[src/core/dmh_cfg.svh]
// Register indices, field positions, reset values and encodings for dial and handshake control
// Included by the package and every design file; definitions only
`ifndef DMH_CFG_SVH
`define DMH_CFG_SVH

`define DMH_AW              4
`define DMH_DW              16
`define DMH_A_CONFIG        4'h0
`define DMH_A_HOST_CTRL     4'h1
`define DMH_A_HOST_STAT     4'h2
`define DMH_A_TONE_STAT     4'h3
`define DMH_A_TRAIN_CTRL    4'h4
`define DMH_A_SEQ_FIRST     4'h5
`define DMH_A_SEQ_SECOND    4'h6
`define DMH_A_SEQ_THIRD     4'h7
`define DMH_A_HIGH_LEVEL    4'h8
`define DMH_A_LOW_LEVEL     4'h9
`define DMH_A_MODEM_STAT    4'hA

`define DMH_MODE_LSB        0
`define DMH_MODE_MSB        6
`define DMH_MANUAL_BIT      10
`define DMH_MODE_STANDBY    7'h00
`define DMH_MODE_DIAL       7'h03
`define DMH_MODE_ANSWER     7'h08
`define DMH_MODE_ORIGINATE  7'h09

`define DMH_HOOK_REQ_BIT    0
`define DMH_SEND_REQ_BIT    3
`define DMH_BUSY_BIT        4
`define DMH_SEIZED_BIT      2

`define DMH_DIGIT_LSB       0
`define DMH_DIGIT_MSB       3
`define DMH_TIMED_BIT       4
`define DMH_TONE_TYPE_BIT   7
`define DMH_TONE_STAT_RST   16'h0080

`define DMH_TXSEL_LSB       0
`define DMH_TXSEL_MSB       2
`define DMH_SIXTEEN_BIT     3
`define DMH_DET_PLAIN_BIT   5
`define DMH_DET_SYNC_BIT    6
`define DMH_DET_SCRAM_BIT   7

`define DMH_PULSES_FOR_ZERO 4'hA
`define DMH_CLK_HZ          125000000
`define DMH_TICK_HZ         9600
`define DMH_ZERO16          16'h0000

`endif

[src/core/dmh_pkg.sv]
// Types shared by the dial and handshake control block
// Assumes dmh_cfg.svh is on the include path
`include "dmh_cfg.svh"
package dmh_pkg;
  typedef logic [`DMH_DW-1:0] dmh_word_t;

  typedef enum logic [2:0] {
    DMH_IDLE  = 3'b000,
    DMH_TONE  = 3'b001,
    DMH_GAP   = 3'b010,
    DMH_BREAK = 3'b011,
    DMH_MAKE  = 3'b100,
    DMH_PAUSE = 3'b101
  } dmh_seq_e;

  typedef struct packed {
    dmh_word_t t_first;
    dmh_word_t t_second;
    dmh_word_t t_third;
  } dmh_timers_s;

  typedef struct packed {
    logic busy;
    logic tone_on;
    logic line_break;
  } dmh_seq_stat_s;
endpackage

[src/core/dmh_dial_seq.sv]
// Timed tone and pulse dial sequencer, paced by a sample-rate tick
// Assumes start is a one-cycle pulse and timers are stable while busy
`timescale 1ns/100ps
`include "dmh_cfg.svh"
module dmh_dial_seq (
  input  wire logic               clk_sys,
  input  wire logic               rst,
  input  wire logic               tick,
  input  wire logic               start,
  input  wire logic               abort,
  input  wire logic               pulse_mode,
  input  wire logic [3:0]         digit,
  input  wire dmh_pkg::dmh_timers_s timers,
  output dmh_pkg::dmh_seq_stat_s  stat
);
  import dmh_pkg::*;

  dmh_seq_e  state_reg, state_next;
  dmh_word_t cnt_reg, cnt_next;
  logic [3:0] pulses_reg, pulses_next;

  wire expire  = tick && (cnt_reg <= 16'h0001);
  wire [3:0] pulse_total = (digit == 4'h0) ? `DMH_PULSES_FOR_ZERO : digit;

  always_comb begin
    state_next  = state_reg;
    cnt_next    = (tick && cnt_reg != `DMH_ZERO16) ? cnt_reg - 16'h0001 : cnt_reg;
    pulses_next = pulses_reg;
    case (state_reg)
      DMH_IDLE: begin
        if (start && pulse_mode) begin
          state_next  = DMH_BREAK;
          cnt_next    = timers.t_second;
          pulses_next = pulse_total;
        end else if (start) begin
          state_next = DMH_TONE;
          cnt_next   = timers.t_first;
        end
      end
      DMH_TONE: begin
        if (expire) begin
          state_next = DMH_GAP;
          cnt_next   = timers.t_second;
        end
      end
      DMH_GAP: begin
        if (expire) begin
          state_next = DMH_IDLE;
        end
      end
      DMH_BREAK: begin
        if (expire) begin
          state_next  = DMH_MAKE;
          cnt_next    = timers.t_first;
          pulses_next = pulses_reg - 4'h1;
        end
      end
      DMH_MAKE: begin
        if (expire && pulses_reg == 4'h0) begin
          state_next = DMH_PAUSE;
          cnt_next   = timers.t_third;
        end else if (expire) begin
          state_next = DMH_BREAK;
          cnt_next   = timers.t_second;
        end
      end
      DMH_PAUSE: begin
        if (expire) begin
          state_next = DMH_IDLE;
        end
      end
      default: begin
        state_next = DMH_IDLE;
      end
    endcase
    if (abort) begin
      state_next = DMH_IDLE;
    end
  end

  always_ff @(posedge clk_sys) begin
    if (rst) begin
      state_reg  <= DMH_IDLE;
      cnt_reg    <= `DMH_ZERO16;
      pulses_reg <= 4'h0;
    end else begin
      state_reg  <= state_next;
      cnt_reg    <= cnt_next;
      pulses_reg <= pulses_next;
    end
  end

  assign stat.busy       = (state_reg != DMH_IDLE);
  assign stat.tone_on    = (state_reg == DMH_TONE);
  assign stat.line_break = (state_reg == DMH_BREAK);
endmodule // dmh_dial_seq

[src/core/dmh_top.sv]
// Dial and manual handshake control: host register file, dial sequencing, signal selection
// Assumes a single-cycle host strobe port; detector and tone generator sit outside
//
// The register addresses and the strobed register port were decided locally.
`timescale 1ns/100ps
`include "dmh_cfg.svh"
module dmh_top #(
  parameter int unsigned TICK_DIV = `DMH_CLK_HZ / `DMH_TICK_HZ
) (
  input  wire logic                clk_sys,
  input  wire logic                rst,
  input  wire logic [`DMH_AW-1:0]  reg_addr,
  input  wire dmh_pkg::dmh_word_t  reg_wdata,
  input  wire logic                reg_wr,
  input  wire logic                reg_rd,
  output dmh_pkg::dmh_word_t       reg_rdata,
  input  wire logic                det_plain_ones,
  input  wire logic                det_sync_pattern,
  input  wire logic                det_scrambled_ones,
  input  wire logic                rx_link_ready,
  input  wire logic                rx_data_in,
  output logic                     rx_data_out,
  output logic                     line_seized_flag,
  output logic                     dtmf_enable,
  output logic [3:0]               dtmf_digit,
  output dmh_pkg::dmh_word_t       dtmf_high_level,
  output dmh_pkg::dmh_word_t       dtmf_low_level,
  output logic                     manual_handshake,
  output logic [2:0]               transmit_signal_select,
  output logic                     sixteen_point_select
);
  import dmh_pkg::*;

  generate
    if (TICK_DIV < 2) begin : g_bad_div
      $error("TICK_DIV must be at least 2");
    end
  endgenerate

  localparam int unsigned DIV_W = $clog2(TICK_DIV);

  dmh_word_t config_reg, host_ctrl_reg, tone_stat_reg, train_reg;
  dmh_word_t seq_first_reg, seq_second_reg, seq_third_reg;
  dmh_word_t high_level_reg, low_level_reg;
  dmh_word_t rdata_reg, rdata_next;
  logic [DIV_W-1:0] div_reg;
  logic [2:0]       det_reg;
  logic             send_req_d_reg;
  logic             hold_mark_reg;
  logic             rx_data_reg;
  logic             seized_reg;
  logic             dtmf_en_reg;
  dmh_seq_stat_s    seq_stat;
  dmh_timers_s      timers;

  // Write decode
  wire wr_config = reg_wr && (reg_addr == `DMH_A_CONFIG);
  wire wr_hctrl  = reg_wr && (reg_addr == `DMH_A_HOST_CTRL);
  wire wr_tone   = reg_wr && (reg_addr == `DMH_A_TONE_STAT);
  wire wr_train  = reg_wr && (reg_addr == `DMH_A_TRAIN_CTRL);
  wire wr_seq1   = reg_wr && (reg_addr == `DMH_A_SEQ_FIRST);
  wire wr_seq2   = reg_wr && (reg_addr == `DMH_A_SEQ_SECOND);
  wire wr_seq3   = reg_wr && (reg_addr == `DMH_A_SEQ_THIRD);
  wire wr_high   = reg_wr && (reg_addr == `DMH_A_HIGH_LEVEL);
  wire wr_low    = reg_wr && (reg_addr == `DMH_A_LOW_LEVEL);

  // Control fields
  wire [6:0] mode       = config_reg[`DMH_MODE_MSB:`DMH_MODE_LSB];
  wire [6:0] wr_mode    = reg_wdata[`DMH_MODE_MSB:`DMH_MODE_LSB];
  wire       dial_mode  = (mode == `DMH_MODE_DIAL);
  wire       send_req   = host_ctrl_reg[`DMH_SEND_REQ_BIT];
  wire       hook_req   = host_ctrl_reg[`DMH_HOOK_REQ_BIT];
  wire       tone_type  = tone_stat_reg[`DMH_TONE_TYPE_BIT];
  wire       timed_sel  = tone_stat_reg[`DMH_TIMED_BIT];
  wire       pulse_mode = !tone_type;
  wire       timed_run  = timed_sel || pulse_mode;
  wire       send_rise  = send_req && !send_req_d_reg;
  wire       seq_start  = dial_mode && timed_run && send_rise && !seq_stat.busy;
  wire       tick       = (div_reg == DIV_W'(TICK_DIV - 1));
  wire       cont_tone  = dial_mode && tone_type && !timed_sel && send_req;
  wire       answer_cfg = wr_config && ((wr_mode == `DMH_MODE_ANSWER) || (wr_mode == `DMH_MODE_ORIGINATE));
  wire       seized_nxt = (hook_req || seq_stat.busy) && !seq_stat.line_break;

  assign timers.t_first  = seq_first_reg;
  assign timers.t_second = seq_second_reg;
  assign timers.t_third  = seq_third_reg;

  // Sample-rate divider
  always_ff @(posedge clk_sys) begin
    if (rst || tick) begin
      div_reg <= '0;
    end else begin
      div_reg <= div_reg + 1'b1;
    end
  end

  // Host-written registers
  always_ff @(posedge clk_sys) begin
    if (rst) begin
      config_reg     <= `DMH_ZERO16;
      host_ctrl_reg  <= `DMH_ZERO16;
      tone_stat_reg  <= `DMH_TONE_STAT_RST;
      seq_first_reg  <= `DMH_ZERO16;
      seq_second_reg <= `DMH_ZERO16;
      seq_third_reg  <= `DMH_ZERO16;
      high_level_reg <= `DMH_ZERO16;
      low_level_reg  <= `DMH_ZERO16;
    end else begin
      if (wr_config) config_reg     <= reg_wdata;
      if (wr_hctrl)  host_ctrl_reg  <= reg_wdata;
      if (wr_tone)   tone_stat_reg  <= reg_wdata;
      if (wr_seq1)   seq_first_reg  <= reg_wdata;
      if (wr_seq2)   seq_second_reg <= reg_wdata;
      if (wr_seq3)   seq_third_reg  <= reg_wdata;
      if (wr_high)   high_level_reg <= reg_wdata;
      if (wr_low)    low_level_reg  <= reg_wdata;
    end
  end

  // Training control: host bits only, detect bits come from det_reg
  always_ff @(posedge clk_sys) begin
    if (rst) begin
      train_reg <= `DMH_ZERO16;
    end else if (wr_train) begin
      train_reg <= reg_wdata;
    end
  end

  // Registered remote signal detect flags
  genvar gi;
  generate
    for (gi = 0; gi < 3; gi++) begin : g_det
      wire det_in = (gi == 0) ? det_plain_ones : ((gi == 1) ? det_sync_pattern : det_scrambled_ones);
      always_ff @(posedge clk_sys) begin
        if (rst) begin
          det_reg[gi] <= 1'b0;
        end else begin
          det_reg[gi] <= det_in;
        end
      end
    end
  endgenerate

  dmh_dial_seq u_seq (
    .clk_sys    (clk_sys),
    .rst        (rst),
    .tick       (tick),
    .start      (seq_start),
    .abort      (!dial_mode),
    .pulse_mode (pulse_mode),
    .digit      (tone_stat_reg[`DMH_DIGIT_MSB:`DMH_DIGIT_LSB]),
    .timers     (timers),
    .stat       (seq_stat)
  );

  // Line and receive side state
  always_ff @(posedge clk_sys) begin
    if (rst) begin
      send_req_d_reg <= 1'b0;
      hold_mark_reg  <= 1'b0;
      rx_data_reg    <= 1'b1;
      seized_reg     <= 1'b0;
      dtmf_en_reg    <= 1'b0;
    end else begin
      send_req_d_reg <= send_req;
      if (answer_cfg) begin
        hold_mark_reg <= 1'b1;
      end else if (rx_link_ready) begin
        hold_mark_reg <= 1'b0;
      end
      rx_data_reg <= (hold_mark_reg || answer_cfg) ? 1'b1 : rx_data_in;
      seized_reg  <= seized_nxt;
      dtmf_en_reg <= cont_tone || (seq_stat.tone_on && tone_type);
    end
  end

  // Read mux, data one cycle after the strobe
  always_comb begin
    rdata_next = `DMH_ZERO16;
    if (reg_addr == `DMH_A_CONFIG) begin
      rdata_next = config_reg;
    end else if (reg_addr == `DMH_A_HOST_CTRL) begin
      rdata_next = host_ctrl_reg;
    end else if (reg_addr == `DMH_A_HOST_STAT) begin
      rdata_next[`DMH_BUSY_BIT] = seq_stat.busy;
    end else if (reg_addr == `DMH_A_TONE_STAT) begin
      rdata_next = tone_stat_reg;
    end else if (reg_addr == `DMH_A_TRAIN_CTRL) begin
      rdata_next = train_reg;
      rdata_next[`DMH_DET_PLAIN_BIT] = det_reg[0];
      rdata_next[`DMH_DET_SYNC_BIT]  = det_reg[1];
      rdata_next[`DMH_DET_SCRAM_BIT] = det_reg[2];
    end else if (reg_addr == `DMH_A_SEQ_FIRST) begin
      rdata_next = seq_first_reg;
    end else if (reg_addr == `DMH_A_SEQ_SECOND) begin
      rdata_next = seq_second_reg;
    end else if (reg_addr == `DMH_A_SEQ_THIRD) begin
      rdata_next = seq_third_reg;
    end else if (reg_addr == `DMH_A_HIGH_LEVEL) begin
      rdata_next = high_level_reg;
    end else if (reg_addr == `DMH_A_LOW_LEVEL) begin
      rdata_next = low_level_reg;
    end else if (reg_addr == `DMH_A_MODEM_STAT) begin
      rdata_next[`DMH_SEIZED_BIT] = seized_reg;
    end
  end

  always_ff @(posedge clk_sys) begin
    if (rst) begin
      rdata_reg <= `DMH_ZERO16;
    end else if (reg_rd) begin
      rdata_reg <= rdata_next;
    end else begin
      rdata_reg <= `DMH_ZERO16;
    end
  end

  assign reg_rdata              = rdata_reg;
  assign rx_data_out            = rx_data_reg;
  assign line_seized_flag       = seized_reg;
  assign dtmf_enable            = dtmf_en_reg;
  assign dtmf_digit             = tone_stat_reg[`DMH_DIGIT_MSB:`DMH_DIGIT_LSB];
  assign dtmf_high_level        = high_level_reg;
  assign dtmf_low_level         = low_level_reg;
  assign manual_handshake       = config_reg[`DMH_MANUAL_BIT];
  // Own handshake engine lives outside; it is told to stand aside by manual_handshake
  assign transmit_signal_select = config_reg[`DMH_MANUAL_BIT] ?
                                  train_reg[`DMH_TXSEL_MSB:`DMH_TXSEL_LSB] : 3'h0;
  assign sixteen_point_select   = train_reg[`DMH_SIXTEEN_BIT];
endmodule // dmh_top

[config.mk]
export PLATFORM = sky130hd
export DESIGN_NAME = dmh_top
export DESIGN_NICKNAME = d
export VERILOG_FILES = /design/src/core/dmh_pkg.sv /design/src/core/dmh_dial_seq.sv /design/src/core/dmh_top.sv
export VERILOG_INCLUDE_DIRS = /design/src /design/src/core
export SDC_FILE = /design/constraint.sdc
export NUM_CORES = 1
export LEC_CHECK = 0
export ABC_CLOCK_PERIOD_IN_PS = 3200
export BUFFER_PORTS_ARGS = -buffer_cell sky130_fd_sc_hd__buf_2
export CORE_UTILIZATION = 46
export DETAILED_ROUTE_END_ITERATION = 8
export SETUP_SLACK_MARGIN = 0.3
export SLEW_MARGIN = 20
export SYNTH_ARGS = -nofsm -noshare
export SYNTH_HDL_FRONTEND = slang
export SYNTH_HIERARCHICAL = 1
export SYNTH_SLANG_ARGS = --single-unit
[constraint.sdc]
create_clock -name clk_sys -period 3.2 [get_ports clk_sys]
set_clock_uncertainty 0.05 [all_clocks]
set_input_delay 0.48 -clock clk_sys [delete_from_list [all_inputs] [get_ports clk_sys]]
set_output_delay 0.48 -clock clk_sys [all_outputs]
set_load 0.01 [all_outputs]
==> results of run 1 <==
==> power by group <==
| group | total (mW) | internal [mW] | switching, mW |
|---|---|---|---|
| logic | 0.374 | 0.112 | 0.262 |
| clock network | 2.80 | 1.71 | 1.09 |
| registers | 2.57 | 2.55 | 0.0268 |
==> kinds of logic (layout without fill, tap and decap cells) <==
family	after synthesis	count (layout)	synth area share, %
AO/OA/AOI/OAI	345	345	22.2
AND/OR/NAND/NOR	533	533	24.4
flip-flops	202	202	40.3
buffers and inverters	132	197	6.19
adder cells (fa/ha/maj)	5	5	0.623
multiplexers	44	44	4.42
XOR/XNOR	22	22	1.92
==> cell usage after synthesis, types with 6 or more instances <==
cell type	n	area (um2)
a211oi_1	6	45.0
xnor2_1	18	158
nor3_1	21	105
a21oi_1	185	926
a221oi_1	10	87.6
nand4_1	8	50.1
nand3_1	30	150
buf_4	14	105
o22ai_2	7	87.6
nor2b_1	16	100
inv_1	23	86.3
nand2b_1	24	150
o211ai_1	7	52.6
a22oi_1	6	45.0
mux2i_1	41	410
a31oi_1	16	100
o22ai_1	15	93.8
clkbuf_1	54	203
nand2_1	312	1170
nor4_1	8	50.1
nor2_1	58	218
and3_1	9	56.3
a22o_1	12	105
o21ai_0	16	80.1
dfxtp_1	202	4040
o32ai_1	7	61.3
a21o_1	7	52.6
buf_2	28	140
==> worst paths after layout <==
path / start / slack, ps / end
max: div_reg[0] / 470 / u_seq/cnt_reg[9]
min: rx_data_in / 100 / rx_data_out
max reg2reg: div_reg[0] / 470 / u_seq/cnt_reg[9]
min reg2reg: config_reg[12] / 400 / config_reg[12]
==> through the flow <==
stage          hold slack [ps]  instance area [um2]  worst slack, ps  cells
3_5_place_dp               392                10600              195   1580
5_1_grt                    119                11500              353   1623
6_report                   102                11500              467   1623
2_1_floorplan              368                10000              317   1283
3_3_place_gp               380                10600              231   1580
4_1_cts                   93.4                11500              326   1623
==> timing repair <==
item | in CTS | in global routing
gates resized for setup | 2 | 12
hold endpoints to repair | 0 | 0
gates cloned | 0 | 0
pin swaps | 1 | 2
endpoints found under the setup margin | 9 | 18
buffers inserted | 2 | 0
==> metal layers <==
layer / vias up / part of all wire [%] / GRT usage [%]
met5: - / 0 / 0
met4: 0 / 4.2 / 13.0
met3: 65 / 6.6 / 4.33
met2: 378 / 44 / 44.2
met1: 4579 / 45 / 41.2
li1: 4574 / - / -
==> critical path: cells and delay by family (launching register included) <==
kind / cells / cell delay [ps]
simple gates: 5 / 1220
buf+inv: 1 / 180
xor+xnor: 1 / 180
flops: 1 / 350
fa+ha+maj: 1 / 240
compound gates: 2 / 360
==> area by class of cell <==
class	instances	area (um2)	share of cell area (%)
multi-input cells	949	5440	47.3
flip-flops and latches	202	4050	35.2
repair buffers	130	773	6.73
clock buffers	34	677	5.89
well taps	275	344	2.99
clock inverters	7	125	1.09
inverters	26	97.6	0.849
==> results.yml, run 1 <==
synth:
  yosysWarningCount: 6
  synth_edf_count: 0
  post_syn_instances: 1283
  ys_async_sr_fraction_pct: 0
  yosysSeqAreaShare_pct: 40.3
  synth.avg_cell_area_um2: 7.83
  ys.flop_type: "dfxtp_1"
  synth.lib_cells_used.distinct: 83
  synth_area_mm2: 0.0100
  syn-num-nets: 1317
  synth_seq_cells: 202
floorplanning:
  start_util_pct: 47.3
  fp.dieW_um: 150
  ioPinCount: 89
  die_h_um: 150
  fp.coreArea_mm2: 0.0212
  dieArea_mm2: 0.0224
  floorplan.rows: 53
outcome:
  run_status: "complete, no violations"
finish:
  antennaDiodeCount: 0
  mostFrequentLayoutCells: "nand2_1 (312), dfxtp_1 (201), a21oi_1 (185)"
  final_layout_size_suffix_gt1_share_pct: 15.8
  layout.cells.most_common: "nand2_1"
  area_overhead_vs_synth_pct: 14.5
  finish.utilization_pct: 54.2
  fillerInstances: 2056
  fin_nets: 1366
detailed_routing:
  initialDrtViolationCount: 840
  via_count: 9596
  detail_route.wl_per_cell_um: 20.4
  total_wirelength_um: 33000
  via_per_inst: 5.91
  number_of_design_rule_violations_left_after_detail_routing: 0
  drt_pass1_iterations: 5
  detail-route-antenna-nets: 0
timing:
  final.period_utilization_pct: 85.4
  report.final.setup_viol: 0
  fmaxAchievable_mhz: 366
  fin_setup_tns_ps: 0
  min_period_ps: 2730
  maxSlewHeadroom_pct: 36.0
  worst_pin_slew_ps: 960
  final_max_slew_viol_count: 0
  hold_violations: 0
  grt_setup_unrepaired: "no"
worst_setup_path:
  arrival_ps: 3040
  worstSetupPathType: "register to register"
  crit_path_start_kind: "register"
  rr_worst_depth: 10
  cp_data_required_time_ps: 3500
  max_stage_delay_ps: 450
  critical_path.cell_chain: "ha_1 -> nand4_1 -> nor4_4 -> or3b_4 -> nor3_1 -> buf_4 -> nand3_1 -> xnor2_2 -> a221oi_2 -> a211oi_1"
  critical-path-slowest-cell: "or3b_4"
  worstSetupEndpointType: "register"
  critical_path.max_fanout: 6
cts:
  cts_num_sinks: 202
  clk_pin_slew_worst_paths_ps: 60
  cts_buffers: 23
  root_driver: "clkbuf_16"
  cts_buffer_depth: 3
  tritoncts: "built"
  cts-htree-levels: 1
  cts_hold_buf: 0
  clkLatencyLatePin_ps: 530
worst_hold_path:
  worst_hold_path_type: "primary input to register"
  hold_path_depth: 3
power:
  ir_drop_uv: 337
  cellPowerDensity_mw_per_mm2: 500
  static-leakage-power_nw: 4.15
  design_power_total_mw: 5.75
global_route:
  grt_start_max_net_pins: 169
  grt_antenna_before_repair: 0
  globalRouteOverflowTotal: 0
  grt_pass1_wl_um: 50800
  grt_use_total_pct: 29.3
  via_count_of_the_first_global_routing_pass: 8751
placement:
  gp_congestion: 0.929
  buffer_ports.inserted: 88
  dp_hpwl_um: 22700
flow_run:
  max-cap-violations: 0
(Power assumes the default switching activity.)
==> inputs of run 2 (changes only) <==
Settings changed: CTS_BUF_LIST from default to sky130_fd_sc_hd__clkbuf_4, CTS_CLUSTER_DIAMETER from default to 200.
==> run 2 against run 1 <==
Compared with the run above: hold slack worse by 78 ps; largest power group is now sequential cells; via count up 2.9%; global-route usage grew 0.15 points; combinational power rose by 1%; critical path depth is 1 lower; sequential cell count did not move; wire length increased by 0.65%; fmax increased by 0.24%.
==> results.yml, run 2 (synthesized netlist as in run 1, its figures left out) <==
detailed_routing:
  number_of_design_rule_violations_left_after_detail_routing: 0
  via_count: 9870
  detail-route-antenna-nets: 0
  initialDrtViolationCount: 824
  drt_pass1_iterations: 5
  total_wirelength_um: 33300
  detail_route.wl_per_cell_um: 19.8
  via_per_inst: 5.86
floorplanning:
  die_h_um: 150
  floorplan.rows: 53
  start_util_pct: 47.3
  fp.dieW_um: 150
  dieArea_mm2: 0.0224
  ioPinCount: 89
  fp.coreArea_mm2: 0.0212
cts:
  cts_buffer_depth: 3
  clk_pin_slew_worst_paths_ps: 70
  tritoncts: "built"
  clkLatencyLatePin_ps: 720
  cts-htree-levels: 2
  cts_buffers: 54
  cts_num_sinks: 202
  root_driver: "clkbuf_4"
global_route:
  grt_pass1_wl_um: 51000
  grt_antenna_before_repair: 1
  via_count_of_the_first_global_routing_pass: 9084
  grt_use_total_pct: 29.4
  grt_start_max_net_pins: 169
  globalRouteOverflowTotal: 0
outcome:
  run_status: "complete, no violations"
finish:
  mostFrequentLayoutCells: "nand2_1 (312), dfxtp_1 (201), a21oi_1 (185)"
  instances_no_fill: 1683
  fin_nets: 1401
  final_layout_size_suffix_gt1_share_pct: 18.1
  area_overhead_vs_synth_pct: 13.9
  layout.cells.most_common: "nand2_1"
placement:
  gp_congestion: 0.929
  dp_hpwl_um: 22700
  numPlacedInstances: 1580
  buffer_ports.inserted: 88
timing:
  grt_setup_unrepaired: "no"
  final_max_slew_viol_count: 0
  final.period_utilization_pct: 85.2
  min_period_ps: 2730
  report.final.setup_viol: 0
  hold_slack_ps: 23.5
  maxSlewHeadroom_pct: 36.5
  fmaxAchievable_mhz: 367
  hold_violations: 0
  fin_setup_tns_ps: 0
  worst_pin_slew_ps: 953
worst_setup_path:
  path_common_cell: "nor4_4"
  r2r-end: "u_seq/cnt_reg[8]"
  crit_path_start_kind: "register"
  rr_worst_depth: 9
  max_stage_delay_ps: 450
  critical_path.cell_chain: "ha_1 -> nand4_1 -> nor4_4 -> or3b_4 -> nor4_4 -> nand2_1 -> o221a_2 -> a21boi_0 -> o21a_1"
  reg2reg_from: "div_reg[0]"
  critical_path.max_fanout: 9
  arrival_ps: 3220
  worstSetupPathType: "register to register"
  slack_of_the_worst_reg_to_reg_path_ps: 470
  critical-path-slowest-cell: "or3b_4"
  worstSetupEndpointType: "register"
  cp_data_required_time_ps: 3700
power:
  static-leakage-power_nw: 4.18
  ir_drop_uv: 399
  design_power_total_mw: 5.29
  cellPowerDensity_mw_per_mm2: 462
flow_run:
  max-cap-violations: 0
worst_hold_path:
  hold_path_depth: 3
  worst_hold_path_type: "primary input to register"
  min_to: "hold_mark_reg"
  min_from: "rx_link_ready"
[run 2: power breakdown]
part	internal, mW	switching (mW)
clock network	1.21	1.12
registers	2.55	0.0266
logic	0.115	0.264
[run 2: timing repair]
action | CTS | global route
hold endpoints to repair | 4 | 0
gates resized for setup | 2 | 12
setup endpoints to repair | 9 | 18
hold buffers | 4 | 0
pin swaps | 1 | 3
buffers inserted | 2 | 0
[run 2: critical path: cells and delay by family (launching register included)]
kind | cells | cell delay [ps]
adder cells (fa/ha/maj) | 1 | 240
flip-flops | 1 | 350
AND/OR/NAND/NOR | 5 | 1280
AO/OA/AOI/OAI | 3 | 700
[run 2: how the worst max path moves through the flow]
stage	to	cells past startpoint	slack (ps)	from
floorplan	u_seq/pulses_reg[1]	11	320	u_seq/state_reg[0]
global placement	u_seq/pulses_reg[1]	10	230	div_reg[0]
detailed placement	u_seq/pulses_reg[1]	10	200	div_reg[0]
CTS	u_seq/pulses_reg[1]	10	330	div_reg[0]
global route	u_seq/pulses_reg[1]	10	330	div_reg[0]
finish	u_seq/cnt_reg[8]	9	470	div_reg[0]
[run 2: stage by stage]
stage / instance area [um2] / setup WS, ps / util, %
2_1_floorplan: 10000 / 317 / -
3_3_place_gp: 10600 / 231 / 50.1
3_5_place_dp: 10600 / 195 / 50.1
4_1_cts: 11400 / 333 / 53.6
5_1_grt: 11400 / 330 / 53.9
6_report: 11400 / 473 / 53.9
[run 2: layout make-up]
cell class	count	area [um2]
clock inverters	24	155
fillers	2091	9780
inverters	26	97.6
flip-flops and latches	202	4050
well taps	275	344
clock buffers	72	541
repair buffers	134	813
multi-input cells	949	5440
diodes	1	2.50
[run 2: metal layers]
metal / track usage (%) / routed length (um) / vias to the layer above
met4: 15.5 / 1460 / 0
met5: 0 / 0 / -
li1: - / - / 4677
met1: 40.3 / 14800 / 4704
met2: 44.2 / 14600 / 413
met3: 5.06 / 2410 / 76
==> inputs of run 3 (changes only) <==
Settings changed: CORE_ASPECT_RATIO from default to 0.7, SLEW_MARGIN 20 to default, TNS_END_PERCENT from default to 20.
==> run 3 against run 2 <==
Compared with the run above: sequential share of layout area grew 0.13 points; sequential power is essentially flat; cell area is 0.38% lower; core utilization rose by 0.14 points; fmax fell by 2.0%; critical path type unchanged; register-to-register slack worse by 60 ps; via count about the same.
==> results.yml, run 3 (synthesized netlist as in run 1, its figures left out) <==
outcome:
  run_status: "complete, no violations"
floorplanning:
  start_util_pct: 47.6
  die_h_um: 126
  fp.dieW_um: 179
  floorplan.rows: 44
  ioPinCount: 89
  dieArea_mm2: 0.0224
  fp.coreArea_mm2: 0.0211
timing:
  grt_setup_unrepaired: "no"
  maxSlewHeadroom_pct: 41.1
  worst_pin_slew_ps: 884
  hold_slack_ps: 90.0
  report.final.setup_viol: 0
  final_critical_path_setup_slack_ps: 418
  final.period_utilization_pct: 86.9
  min_period_ps: 2780
  fin_setup_tns_ps: 0
  final_max_slew_viol_count: 0
  hold_violations: 0
  fmaxAchievable_mhz: 359
finish:
  fin_nets: 1407
  instances_no_fill: 1677
  finish.utilization_pct: 54.0
  layout.cells.most_common: "nand2_1"
  area_overhead_vs_synth_pct: 13.4
  mostFrequentLayoutCells: "nand2_1 (312), dfxtp_1 (202), a21oi_1 (185)"
  final_layout_size_suffix_gt1_share_pct: 18.7
  final_instance_area_mm2: 0.0114
detailed_routing:
  initialDrtViolationCount: 1108
  drt_pass1_iterations: 8
  detail-route-antenna-nets: 0
  number_of_design_rule_violations_left_after_detail_routing: 0
  total_wirelength_um: 34300
  detail_route.wl_per_cell_um: 20.5
  via_per_inst: 5.88
  via_count: 9864
global_route:
  grt_antenna_before_repair: 1
  grt_pass1_wl_um: 52300
  use_met2_pct: 41.3
  global_route.usage.met3_pct: 10.5
  grt_use_total_pct: 30.6
  grt.busiest_layer: "met1"
  grt_start_max_net_pins: 170
  via_count_of_the_first_global_routing_pass: 8950
  globalRouteOverflowTotal: 0
  global_route.usage.met1_pct: 45.6
placement:
  gp_congestion: 0.932
  detailedPlace.worstSlack_ps: 153
  numPlacedInstances: 1587
  buffer_ports.inserted: 88
  dp_hpwl_um: 23600
  placed_cell_area_mm2: 0.0107
worst_setup_path:
  arrival_ps: 3220
  crit_path_start: "div_reg[0]"
  critical_path.endpoint: "u_seq/cnt_reg[9]"
  cp_data_required_time_ps: 3640
  critical_path.max_fanout: 6
  reg2reg_from: "div_reg[0]"
  rr_worst_depth: 10
  crit_path_start_kind: "register"
  slack_of_the_worst_reg_to_reg_path_ps: 420
  worstSetupEndpointType: "register"
  r2r-end: "u_seq/cnt_reg[9]"
  worstSetupPathType: "register to register"
power:
  design_power_total_mw: 5.06
  p_seq_share_pct: 50.8
  cellInternalPower_mw: 3.72
  static-leakage-power_nw: 4.18
  switchingPower_mw: 1.35
  power.switching_fraction_pct: 26.6
  cellPowerDensity_mw_per_mm2: 444
  power_frac_comb_pct: 7.8
  power_frac_clock_pct: 41.3
  ir_drop_uv: 247
cts:
  cts_buffers: 51
  clkLatencyLatePin_ps: 700
  cts-htree-levels: 2
  cts_num_sinks: 202
  root_driver: "clkbuf_4"
  clk_pin_slew_worst_paths_ps: 80
  tritoncts: "built"
  cts_buffer_depth: 3
worst_hold_path:
  worst_hold_path_type: "primary input to register"
flow_run:
  max-cap-violations: 0
-- run 3: changes by cell type in the layout (fill, tap and decap cells not counted), moves of 2 or more --
cell	previous run	this run
bufinv_16	2	0
clkinv_2	2	0
buf_4	43	51
inv_2	2	5
clkinv_1	19	3
clkbuf_4	72	75
clkinv_4	2	0
-- run 3: repair_timing --
action	in CTS	in global routing
gates resized for setup	2	11
buffers inserted	1	3
hold endpoints to repair	5	0
setup endpoints to repair	19	22
pin swaps	2	4
hold buffers	5	0
-- run 3: final cells by class --
cell class | count | area, um2
Sequential cell | 202 | 4040
Fill cell | 2066 | 9690
Clock buffer | 75 | 563
Clock inverter | 5 | 18.8
Inverter | 26 | 97.6
Antenna cell | 1 | 2.50
Multi-Input combinational cell | 949 | 5440
Timing Repair Buffer | 143 | 883
Tap cell | 276 | 345
-- run 3: power groups by stage --
stage,Combinational [mW],Clock [mW],Sequential [mW]
finish,0.396,2.09,2.57
global route,0.421,2.28,2.57
CTS,0.383,2.14,2.57
detailed placement,0.378,0,2.63
global placement,0.376,0,2.63
floorplan,0.248,0,2.62
-- run 3: worst min-delay path by stage --
| stage | slack (ps) | from | end | cells after the start |
|---|---|---|---|---|
| global route | 80 | reg_wdata[14] | seq_first_reg[14] | 3 |
| detailed placement | 390 | div_reg[0] | div_reg[0] | 1 |
| floorplan | 370 | div_reg[0] | div_reg[0] | 1 |
| global placement | 380 | div_reg[0] | div_reg[0] | 1 |
| finish | 90 | reg_wdata[14] | seq_first_reg[14] | 3 |
| CTS | 60 | reg_wdata[14] | seq_first_reg[14] | 3 |
-- run 3: critical path, stage by stage (launching register included) --
cell,delay (ps)
dfxtp_1,390
ha_4,170
nand4_1,150
nor4_4,400
or3b_4,460
nor3_1,170
buf_4,180
nand3_1,130
xnor2_2,170
a221oi_2,250
a211oi_1,100
-- run 3: layer usage --
metal  wire length (um)  up-vias
li1                   -     4678
met1              16200     4641
met2              13600      487
met3               4020       58
met4                539        0
met5                  0        -
